--- src/include/legacy_port_config_pkg.sv ---
package legacy_port_config_pkg;

   // ----------------------------------------------------------------
   // Configuration register indices
   // ----------------------------------------------------------------
   localparam logic [7:0] IDX_FLOPPY_REDIRECT_TIMEOUT_CONFIG = 8'h21;
   localparam logic [7:0] IDX_ECP_SOFTWARE_INDICATOR = 8'h22;
   localparam logic [7:0] IDX_LPT_BASE_ADDRESS = 8'h23;
   localparam logic [7:0] IDX_SERIAL_ONE_BASE_ADDRESS = 8'h24;
   localparam logic [7:0] IDX_SERIAL_TWO_BASE_ADDRESS = 8'h25;

   // One-hot register select, in index order
   localparam int NUM_CONFIG_REGS = 5;
   localparam int SEL_FLOPPY = 0;
   localparam int SEL_ECP = 1;
   localparam int SEL_LPT = 2;
   localparam int SEL_SERIAL_ONE = 3;
   localparam int SEL_SERIAL_TWO = 4;

   // ----------------------------------------------------------------
   // Reset values
   // ----------------------------------------------------------------
   localparam logic [7:0] RESET_CONFIG_INDEX = 8'h00;
   localparam logic [7:0] RESET_FLOPPY_REDIRECT_TIMEOUT_CONFIG = 8'h00;
   localparam logic [7:0] RESET_ECP_SOFTWARE_INDICATOR = 8'h00;
   localparam logic [7:0] RESET_LPT_BASE_ADDRESS = 8'h00;
   localparam logic [7:0] RESET_SERIAL_ONE_BASE_ADDRESS = 8'h00;
   localparam logic [7:0] RESET_SERIAL_TWO_BASE_ADDRESS = 8'h00;

   // ----------------------------------------------------------------
   // Field layouts
   // ----------------------------------------------------------------
   localparam int REDIRECT_LSB = 0;
   localparam int REDIRECT_MSB = 1;
   localparam int TIMEOUT_SELECT_BIT = 2;
   localparam logic [7:0] FLOPPY_CONFIG_WRITE_MASK = 8'h07;
   localparam int ECP_DMA_LSB = 0;
   localparam int ECP_DMA_MSB = 2;
   localparam int ECP_IRQ_LSB = 3;
   localparam int ECP_IRQ_MSB = 5;
   localparam logic [7:0] ECP_INDICATOR_WRITE_MASK = 8'h3F;
   localparam logic [7:0] LPT_BASE_WRITE_MASK = 8'hFF;
   localparam logic [7:0] SERIAL_BASE_WRITE_MASK = 8'hFE;
   localparam logic [7:0] READ_UNMAPPED = 8'h00;

   // Floppy redirect field encodings
   localparam logic [1:0] REDIRECT_BY_PP_MODE = 2'b00;
   localparam logic [1:0] REDIRECT_DRIVE1_ONLY = 2'b01;
   localparam logic [1:0] REDIRECT_BOTH_DRIVES = 2'b10;
   localparam logic [1:0] REDIRECT_RESERVED = 2'b11;

   // ----------------------------------------------------------------
   // Address decode layout: base bit 0 lines up with I/O address bit 2
   // ----------------------------------------------------------------
   localparam int BASE_ADDR_LSB = 2;
   localparam int BASE_ADDR_MSB = 9;
   localparam int UPPER_ADDR_LSB = 10;
   localparam int UPPER_ADDR_MSB = 15;
   localparam int ECP_BANK_ADDR_BIT = 10;
   localparam int BASE_ADDR_BIT_EIGHT = 6;
   localparam int BASE_ADDR_BIT_NINE = 7;

endpackage

--- src/hw/port_addr_decode.sv ---
`timescale 1ns/1ns
// Combinational base address comparator shared by all three ports
module port_addr_decode
   import legacy_port_config_pkg::*;
(
   input wire logic [15:0] ioAddr,
   input wire logic [7:0] baseReg,
   input wire logic ignoreBitTwo,
   input wire logic allowBitTen,
   output logic selected
);

   logic portEnabled;
   logic upperOk;
   logic bitTwoOk;
   logic baseMatch;

   // ----------------------------------------------------------------
   // Enable and match terms
   // ----------------------------------------------------------------
   // A base with both top address bits clear switches the port off
   assign portEnabled = baseReg[BASE_ADDR_BIT_NINE] | baseReg[BASE_ADDR_BIT_EIGHT];

   // Upper bits must be zero; ECP mode lets bit 10 through for its high bank
   assign upperOk = allowBitTen
      ? (ioAddr[UPPER_ADDR_MSB:UPPER_ADDR_LSB+1] == 5'h0)
      : (ioAddr[UPPER_ADDR_MSB:UPPER_ADDR_LSB] == 6'h00);

   // Bit 2 compared only on 4-byte placement
   assign bitTwoOk = ignoreBitTwo | (ioAddr[BASE_ADDR_LSB] == baseReg[0]);

   assign baseMatch = (ioAddr[BASE_ADDR_MSB:BASE_ADDR_LSB+1] == baseReg[7:1]);

   assign selected = portEnabled & upperOk & bitTwoOk & baseMatch;

endmodule

--- src/hw/legacy_port_config_decode.sv ---
`timescale 1ns/1ns
module legacy_port_config_decode
   import legacy_port_config_pkg::*;
(
   input wire logic clk,
   input wire logic nrst,
   input wire logic configState,
   input wire logic cfgIndexWe,
   input wire logic cfgIndexRe,
   input wire logic cfgDataWe,
   input wire logic cfgDataRe,
   input wire logic [7:0] cfgWdata,
   output logic [7:0] cfgRdata,
   input wire logic floppyRedirectSelectN,
   input wire logic ppModeFloppyEnable,
   input wire logic ppModeDrive0OnParallel,
   input wire logic ppModeDrive1OnParallel,
   output logic floppyOnParallel,
   output logic drive0OnParallel,
   output logic drive1OnParallel,
   input wire logic eppTimeoutEvent,
   input wire logic eppStatusReadActive,
   input wire logic eppStatusWrite,
   input wire logic eppStatusWriteTimeoutBit,
   output logic eppTimeoutFlag,
   output logic [2:0] ecpDmaIndicator,
   output logic [2:0] ecpIrqIndicator,
   input wire logic [15:0] ioAddr,
   input wire logic eppEnabled,
   input wire logic ecpMode,
   output logic lptSelect,
   output logic serialOneSelect,
   output logic serialTwoSelect
);

   // ----------------------------------------------------------------
   // Index decode
   // ----------------------------------------------------------------
   // Shared by the write path and the read path so both agree on the map
   function automatic logic [NUM_CONFIG_REGS-1:0] decodeIndex(input logic [7:0] idx);
      logic [NUM_CONFIG_REGS-1:0] sel;
      sel = '0;
      case (idx)
         IDX_FLOPPY_REDIRECT_TIMEOUT_CONFIG: sel[SEL_FLOPPY] = 1'b1;
         IDX_ECP_SOFTWARE_INDICATOR: sel[SEL_ECP] = 1'b1;
         IDX_LPT_BASE_ADDRESS: sel[SEL_LPT] = 1'b1;
         IDX_SERIAL_ONE_BASE_ADDRESS: sel[SEL_SERIAL_ONE] = 1'b1;
         IDX_SERIAL_TWO_BASE_ADDRESS: sel[SEL_SERIAL_TWO] = 1'b1;
         default: sel = '0;
      endcase
      return sel;
   endfunction

   // ----------------------------------------------------------------
   // Storage
   // ----------------------------------------------------------------
   logic [7:0] configIndexRegister;
   logic [7:0] floppyRedirectTimeoutConfig;
   logic [7:0] ecpSoftwareIndicator;
   logic [7:0] lptBaseAddress;
   logic [7:0] serialOneBaseAddress;
   logic [7:0] serialTwoBaseAddress;
   logic [NUM_CONFIG_REGS-1:0] regSel;
   logic [NUM_CONFIG_REGS-1:0] regWrite;
   logic [7:0] next_cfgRdata;
   logic [1:0] redirectField;
   logic timeoutClearByWrite;
   logic statusReadPrev;
   logic statusReadTrailing;
   logic timeoutClear;
   logic lptHit;
   logic serialOneHit;
   logic serialTwoHit;
   logic next_floppyOnParallel;
   logic next_drive0OnParallel;
   logic next_drive1OnParallel;

   // Data port only does anything inside the configuration state
   assign regSel = decodeIndex(configIndexRegister);
   assign regWrite = (configState && cfgDataWe) ? regSel : '0;

   // ----------------------------------------------------------------
   // Index register
   // ----------------------------------------------------------------
   // Loaded only in configuration state; outside it the bank is sealed
   always_ff @(posedge clk) begin
      if (!nrst) begin
         configIndexRegister <= RESET_CONFIG_INDEX;
      end else if (configState && cfgIndexWe) begin
         configIndexRegister <= cfgWdata;
      end
   end

   // ----------------------------------------------------------------
   // Floppy redirect and timeout policy register
   // ----------------------------------------------------------------
   // Bits 7:3 are never stored, so they always read back zero
   always_ff @(posedge clk) begin
      if (!nrst) begin
         floppyRedirectTimeoutConfig <= RESET_FLOPPY_REDIRECT_TIMEOUT_CONFIG;
      end else if (regWrite[SEL_FLOPPY]) begin
         floppyRedirectTimeoutConfig <= cfgWdata & FLOPPY_CONFIG_WRITE_MASK;
      end
   end

   // ----------------------------------------------------------------
   // ECP software indicators
   // ----------------------------------------------------------------
   // Plain storage; nothing below reads these to route DMA or IRQ
   always_ff @(posedge clk) begin
      if (!nrst) begin
         ecpSoftwareIndicator <= RESET_ECP_SOFTWARE_INDICATOR;
      end else if (regWrite[SEL_ECP]) begin
         ecpSoftwareIndicator <= cfgWdata & ECP_INDICATOR_WRITE_MASK;
      end
   end

   // Copies for the ECP config B readback path
   always_ff @(posedge clk) begin
      if (!nrst) begin
         ecpDmaIndicator <= RESET_ECP_SOFTWARE_INDICATOR[ECP_DMA_MSB:ECP_DMA_LSB];
         ecpIrqIndicator <= RESET_ECP_SOFTWARE_INDICATOR[ECP_IRQ_MSB:ECP_IRQ_LSB];
      end else begin
         ecpDmaIndicator <= ecpSoftwareIndicator[ECP_DMA_MSB:ECP_DMA_LSB];
         ecpIrqIndicator <= ecpSoftwareIndicator[ECP_IRQ_MSB:ECP_IRQ_LSB];
      end
   end

   // ----------------------------------------------------------------
   // Base address registers
   // ----------------------------------------------------------------
   // Parallel base: all eight bits are live comparator inputs
   always_ff @(posedge clk) begin
      if (!nrst) begin
         lptBaseAddress <= RESET_LPT_BASE_ADDRESS;
      end else if (regWrite[SEL_LPT]) begin
         lptBaseAddress <= cfgWdata & LPT_BASE_WRITE_MASK;
      end
   end

   // Serial bases: bit 0 is forced low even if software forgets to clear it
   always_ff @(posedge clk) begin
      if (!nrst) begin
         serialOneBaseAddress <= RESET_SERIAL_ONE_BASE_ADDRESS;
      end else if (regWrite[SEL_SERIAL_ONE]) begin
         serialOneBaseAddress <= cfgWdata & SERIAL_BASE_WRITE_MASK;
      end
   end

   always_ff @(posedge clk) begin
      if (!nrst) begin
         serialTwoBaseAddress <= RESET_SERIAL_TWO_BASE_ADDRESS;
      end else if (regWrite[SEL_SERIAL_TWO]) begin
         serialTwoBaseAddress <= cfgWdata & SERIAL_BASE_WRITE_MASK;
      end
   end

   // ----------------------------------------------------------------
   // Read path
   // ----------------------------------------------------------------
   // Unknown indices and reads outside configuration state return zero
   always_comb begin
      next_cfgRdata = READ_UNMAPPED;
      if (configState && cfgIndexRe) begin
         next_cfgRdata = configIndexRegister;
      end else if (configState && cfgDataRe) begin
         case (1'b1)
            regSel[SEL_FLOPPY]: next_cfgRdata = floppyRedirectTimeoutConfig;
            regSel[SEL_ECP]: next_cfgRdata = ecpSoftwareIndicator;
            regSel[SEL_LPT]: next_cfgRdata = lptBaseAddress;
            regSel[SEL_SERIAL_ONE]: next_cfgRdata = serialOneBaseAddress;
            regSel[SEL_SERIAL_TWO]: next_cfgRdata = serialTwoBaseAddress;
            default: next_cfgRdata = READ_UNMAPPED;
         endcase
      end
   end

   // Read data is held until the next read strobe
   always_ff @(posedge clk) begin
      if (!nrst) begin
         cfgRdata <= READ_UNMAPPED;
      end else if (cfgIndexRe || cfgDataRe) begin
         cfgRdata <= next_cfgRdata;
      end
   end

   // ----------------------------------------------------------------
   // Floppy redirection onto parallel pins
   // ----------------------------------------------------------------
   assign redirectField = floppyRedirectTimeoutConfig[REDIRECT_MSB:REDIRECT_LSB];

   // The pin acts only when low; a reserved code leaves everything native
   always_comb begin
      next_floppyOnParallel = 1'b0;
      next_drive0OnParallel = 1'b0;
      next_drive1OnParallel = 1'b0;
      case (redirectField)
         REDIRECT_BY_PP_MODE: begin
            next_floppyOnParallel = ppModeFloppyEnable;
            next_drive0OnParallel = ppModeDrive0OnParallel;
            next_drive1OnParallel = ppModeDrive1OnParallel;
         end
         REDIRECT_DRIVE1_ONLY: begin
            next_floppyOnParallel = !floppyRedirectSelectN;
            next_drive1OnParallel = !floppyRedirectSelectN;
         end
         REDIRECT_BOTH_DRIVES: begin
            next_floppyOnParallel = !floppyRedirectSelectN;
            next_drive0OnParallel = !floppyRedirectSelectN;
            next_drive1OnParallel = !floppyRedirectSelectN;
         end
         REDIRECT_RESERVED: begin
            next_floppyOnParallel = 1'b0;
         end
         default: begin
            next_floppyOnParallel = 1'b0;
         end
      endcase
   end

   // Registered so the pin muxes never see decode glitches
   always_ff @(posedge clk) begin
      if (!nrst) begin
         floppyOnParallel <= 1'b0;
         drive0OnParallel <= 1'b0;
         drive1OnParallel <= 1'b0;
      end else begin
         floppyOnParallel <= next_floppyOnParallel;
         drive0OnParallel <= next_drive0OnParallel;
         drive1OnParallel <= next_drive1OnParallel;
      end
   end

   // ----------------------------------------------------------------
   // EPP timeout flag
   // ----------------------------------------------------------------
   assign timeoutClearByWrite = floppyRedirectTimeoutConfig[TIMEOUT_SELECT_BIT];

   // Track the status read level to find its trailing edge
   always_ff @(posedge clk) begin
      if (!nrst) begin
         statusReadPrev <= 1'b0;
      end else begin
         statusReadPrev <= eppStatusReadActive;
      end
   end

   // Clearing at the trailing edge lets the read itself still see the flag
   assign statusReadTrailing = statusReadPrev && !eppStatusReadActive;
   assign timeoutClear = timeoutClearByWrite
      ? (eppStatusWrite && eppStatusWriteTimeoutBit)
      : statusReadTrailing;

   // A new timeout in the clearing cycle wins, so no event is lost
   always_ff @(posedge clk) begin
      if (!nrst) begin
         eppTimeoutFlag <= 1'b0;
      end else if (eppTimeoutEvent) begin
         eppTimeoutFlag <= 1'b1;
      end else if (timeoutClear) begin
         eppTimeoutFlag <= 1'b0;
      end
   end

   // ----------------------------------------------------------------
   // I/O address decoders
   // ----------------------------------------------------------------
   // Parallel: 4-byte placement unless EPP needs eight ports
   port_addr_decode lptDecode (
      .ioAddr(ioAddr),
      .baseReg(lptBaseAddress),
      .ignoreBitTwo(eppEnabled),
      .allowBitTen(ecpMode),
      .selected(lptHit)
   );

   // Serial one: always 8-byte aligned, bit 10 must be zero
   port_addr_decode serialOneDecode (
      .ioAddr(ioAddr),
      .baseReg(serialOneBaseAddress),
      .ignoreBitTwo(1'b1),
      .allowBitTen(1'b0),
      .selected(serialOneHit)
   );

   // Serial two: same layout as serial one
   port_addr_decode serialTwoDecode (
      .ioAddr(ioAddr),
      .baseReg(serialTwoBaseAddress),
      .ignoreBitTwo(1'b1),
      .allowBitTen(1'b0),
      .selected(serialTwoHit)
   );

   // One cycle of latency; the function blocks must allow for it
   always_ff @(posedge clk) begin
      if (!nrst) begin
         lptSelect <= 1'b0;
         serialOneSelect <= 1'b0;
         serialTwoSelect <= 1'b0;
      end else begin
         lptSelect <= lptHit;
         serialOneSelect <= serialOneHit;
         serialTwoSelect <= serialTwoHit;
      end
   end

endmodule

--- config.mk ---
export PLATFORM = sky130hd
export DESIGN_NAME = legacy_port_config_decode
export DESIGN_NICKNAME = d
export VERILOG_FILES = /design/src/include/legacy_port_config_pkg.sv /design/src/hw/port_addr_decode.sv /design/src/hw/legacy_port_config_decode.sv
export SDC_FILE = /design/constraint.sdc
export NUM_CORES = 1
export LEC_CHECK = 0
export BUFFER_PORTS_ARGS = -buffer_cell sky130_fd_sc_hd__buf_2
export CAP_MARGIN = 20
export CORE_UTILIZATION = 58
export CTS_CLUSTER_DIAMETER = 50
export CTS_CLUSTER_SIZE = 10
export DETAILED_ROUTE_END_ITERATION = 12
export PLACE_DENSITY = 0.84
export SLEW_MARGIN = 20
export SYNTH_ARGS = -nofsm -noshare
export SYNTH_HDL_FRONTEND = slang
export SYNTH_SLANG_ARGS = --single-unit
--- constraint.sdc ---
create_clock -name clk -period 4.28 [get_ports clk]
set_input_delay 0.428 -clock clk [delete_from_list [all_inputs] [get_ports clk]]
set_output_delay 0.428 -clock clk [all_outputs]
set_load 0.01 [all_outputs]
==> results summary <==
Data on the critical path arrives at its endpoint at about 2.4 ns. STA classifies the critical path startpoint as a flip-flop. The worst-case vdd ir drop came out at 297 uV. The worst setup path is captured at a flip-flop.

Max-cap violations in this run came to 0. The share of total power dissipated in combinational logic is 0.081. Counting the fill cells in the layout gives between 400 and 500. At the later pin of the worst-skew pair, clock insertion delay measures roughly 0.35 ns. Hold timing on the final database bottoms out at a slack of about 0.27 ns. The internal power of the cells is between 0.8 and 0.9 mW. The residual DRC count is 0. The switching share of power is 0.264. The number of instances in the placed design is around 430.

The async set-reset flop share out of synthesis is 0. The critical path required time is ~4.5 ns. Ranked by total cell area, the synthesized netlist is headed by sky130_fd_sc_hd__dfxtp_1 43%, sky130_fd_sc_hd__mux2i_1 5.6%, sky130_fd_sc_hd__nand2_1 5.0%.

Input and output buffers added on the ports amount to 59. In this run the power spent charging and discharging nets is around 0.30 mW. The utilization of the core after routing is 0.699. The boundary pin count is 62. In this run the number of H-tree levels came out at 3. In this run the worst path has a maximum fanout of 23. The most used flip-flop cell after synthesis is sky130_fd_sc_hd__dfxtp_1. The flow ran to the end, and the final reports show no timing, DRC or antenna violations. The post-synthesis instance total came out at around 330. The worst setup path startpoint is configIndexRegister[0]. The clock net sink count is 61. For met1 alone, demand over resource in global routing was 0.359. The worst relative slew slack is 0.467.

The number of buffers added for setup after CTS came out at 0. The synthesized design contains slightly above 60 register bits. The CTS tree is done. In the final design database the tool counted 419 nets. The initial antenna violation count came out at 0. In this run, the number of DRC markers left after iteration 0 of detailed routing was 215. The clock-pin transition on the worst setup and hold timing paths came out at roughly 0.070 ns. The placeable core region is about 4800 um^2. The per-cell routed wire length came out at around 16 um. The global routing usage on met3 is 0.100.

The count of nets left with antenna violations after detail routing came out at 0. The final worst clock skew is roughly 0.0096 ns. The wire length after detailed routing is between 7 and 8 mm.

Entering global routing, the biggest net connects 46 pins. The first-pass GRT wire length is roughly 11 mm. The antenna diode count came out at 0. After clock tree synthesis, the repair step resized 0 gates.

The die boundary width came out at 72.3 um. The part of the Yosys area used for sequential elements is 0.426. The final weighted congestion in routability-driven placement came out at a little under 0.9. Summed over all failing endpoints, the final setup total negative slack is 0 ns. The number of pins with negative max-slew slack in the final report came to 0. The area of the die is about 5200 um^2. The number of standard-cell rows in the floorplan came out at 25. The final count of negative-setup-slack endpoints is 0.

The per-cell via count in the routed design came out at ~6. For met2 alone, demand over resource in global routing was 0.464. The startpoint identified for the worst hold timing path is ioAddr[10]. In this run the mean area of a mapped cell was ~8.7 um^2. The total half-perimeter wirelength after legalization and detailed placement is about 5 mm.

Counting cells, the worst reg-to-reg path comes to 4. The critical path capture point is lptBaseAddress[1]. The number of synthesis warnings is 0. The global-route congestion overflow total came out at 0. Setup repair after global routing left no endpoint under its margin. The clock power share is 0.402. The proportion of netlist area held by the largest area contributor came out at 0.426. For this run, the detailed router's first-pass iteration total came to 4. At the pin with the least slew margin, the transition time is 0.800 ns. The power density over the cells came out at between 300 and 400 nW/um^2.

The overall global routing resource usage is 0.295. For this run, the number of standard cells in the final layout without fillers is 447. In this run the static leakage power is 1.36 nW. The post-synthesis to final-layout area growth is 15.9%. The total via count after detailed routing came out at between 2000 and 3000.

In this run, CTS created clock tree buffers numbering 9. The fmax came out at 459 MHz. The worst setup path is of the reg2reg kind. In this run the critical register-to-register path is launched from configIndexRegister[0]. Yosys mapped the design onto 48 distinct sky130hd cell types.

The synthesized net count is approximately 370. The number of flops mapped to enable cells by yosys came out at 0. The vertical extent of the die came out at 72.3 um.

Among all cell types in the netlist, the one instantiated most often is sky130_fd_sc_hd__dfxtp_1. The number of hold violations in the final report was 0. In this run the register-to-register setup slack is approximately 2.1 ns. The global routing stage identified its most utilized layer as met2.

The cell area after synthesis is roughly 2900 um^2. The initial cell density of the core came out at 0.603. The post-route fraction of the period consumed by the critical path came out at 0.509. The number of global-route vias before repair is 2466. Buffers inserted to repair hold after CTS numbered 0.

The share of total power dissipated in sequential elements is 0.516. The worst hold path belongs to the class in2reg. The share of layout cells above drive strength 1 came out at 0.218. The cell sitting at the root of the clock tree is a sky130_fd_sc_hd__clkbuf_8.

The minimum clock period after layout came out at roughly 2.2 ns. Of all cell types, the one taking the most synthesized area is sky130_fd_sc_hd__dfxtp_1. Counting instances in the post-synthesis netlist gives the leading cell types as 61 x sky130_fd_sc_hd__dfxtp_1, 38 x sky130_fd_sc_hd__nand2_1, 24 x sky130_fd_sc_hd__nand3_1. No sink is reached through more buffers than the 2 on the longest clock path. The capture point of the worst reg-to-reg path is lptBaseAddress[1].
==> worst min-delay path by stage <==
stage               cells after the start                endpoint  slack [ns]
global placement                        2  configIndexRegister[4]        0.45
CTS                                     2         serialOneSelect        0.27
floorplan                               2      ecpDmaIndicator[0]        0.43
finish                                  2         serialOneSelect        0.27
detailed placement                      2      ecpDmaIndicator[0]        0.46
global route                            2         serialOneSelect        0.29
==> cells by family (layout without fill, tap and decap cells) <==
logic type               after synthesis  in the layout  synth area share
adder cells (fa/ha/maj)                3              3            0.0131
AND/OR/NAND/NOR                      120            120             0.222
AO/OA/AOI/OAI                         70             70             0.167
buffers and inverters                 39             90            0.0541
multiplexers                          17             17            0.0598
flip-flops                            61             61             0.426
XOR/XNOR                              19             19            0.0581
==> power groups by stage <==
stage | combinational [mW] | clock (mW) | sequential (mW)
floorplan | 0.0573 | 0 | 0.593
finish | 0.0922 | 0.455 | 0.584
global route | 0.102 | 0.485 | 0.585
global placement | 0.0891 | 0 | 0.597
CTS | 0.0915 | 0.458 | 0.584
detailed placement | 0.0908 | 0 | 0.597
==> flip-flops by register name (all words and copies together) (netlist names), 3 cells and up <==
signal,cells
ecpDmaIndicator,3
configIndexRegister,8
ecpIrqIndicator,3
lptBaseAddress,8
floppyRedirectTimeoutConfig,3
serialTwoBaseAddress,7
ecpSoftwareIndicator,6
cfgRdata,8
serialOneBaseAddress,7
==> stage by stage <==
step           power [mW]  cell area, um^2  setup WS (ns)
2_1_floorplan       0.650             2870           2.38
3_3_place_gp        0.686             3150           1.88
3_5_place_dp        0.688             3150           1.86
4_1_cts              1.13             3320           2.09
5_1_grt              1.17             3320           1.95
6_report             1.13             3320           2.10
==> layer usage <==
layer	up-vias	share of wire
met5	-	0
li1	1264	-
met3	22	0.078
met1	1199	0.42
met4	0	0.036
met2	133	0.46
==> cell type report <==
class,instances,area [um^2],area share
clock inverter,6,38.8,0.0117
sequential,61,1220,0.367
clock buffer,10,138,0.0414
multi-input combinational,229,1490,0.448
tap,67,83.8,0.0252
timing repair buffer,59,295,0.0889
inverter,15,56.3,0.0169
==> critical path, stage by stage (launching register included) <==
cell                      delay, ns
sky130_fd_sc_hd__dfxtp_1       0.80
sky130_fd_sc_hd__nand2_1       0.09
sky130_fd_sc_hd__or4_1         0.85
sky130_fd_sc_hd__nand3_1       0.21
sky130_fd_sc_hd__o21ai_1       0.09
==> cell usage in the layout, fill, tap and decap left out, types with 3 or more instances in the layout <==
cell type and instances:
sky130_fd_sc_hd__o21a_1 3, sky130_fd_sc_hd__clkbuf_8 10, sky130_fd_sc_hd__nor3b_1 10, sky130_fd_sc_hd__mux2i_1 16, sky130_fd_sc_hd__a32oi_1 3, sky130_fd_sc_hd__o21ai_1 15, sky130_fd_sc_hd__nand3_1 24, sky130_fd_sc_hd__inv_1 12
sky130_fd_sc_hd__nor2_1 8, sky130_fd_sc_hd__nor2b_1 4, sky130_fd_sc_hd__buf_2 59, sky130_fd_sc_hd__nor3_1 8, sky130_fd_sc_hd__or4_1 4, sky130_fd_sc_hd__o21ai_0 3, sky130_fd_sc_hd__nand2b_1 3, sky130_fd_sc_hd__nor4_1 3
sky130_fd_sc_hd__o32ai_1 4, sky130_fd_sc_hd__o41ai_2 3, sky130_fd_sc_hd__nand2_1 38, sky130_fd_sc_hd__nand3b_1 3, sky130_fd_sc_hd__a2111oi_0 4, sky130_fd_sc_hd__dfxtp_1 61, sky130_fd_sc_hd__xor2_1 12, sky130_fd_sc_hd__ha_1 3
sky130_fd_sc_hd__a21oi_1 17, sky130_fd_sc_hd__a31oi_1 8, sky130_fd_sc_hd__or3_1 3, sky130_fd_sc_hd__and3_1 4, sky130_fd_sc_hd__xnor2_1 7, sky130_fd_sc_hd__clkinv_2 3
No activity file was read; power rests on OpenSTA's default activity.
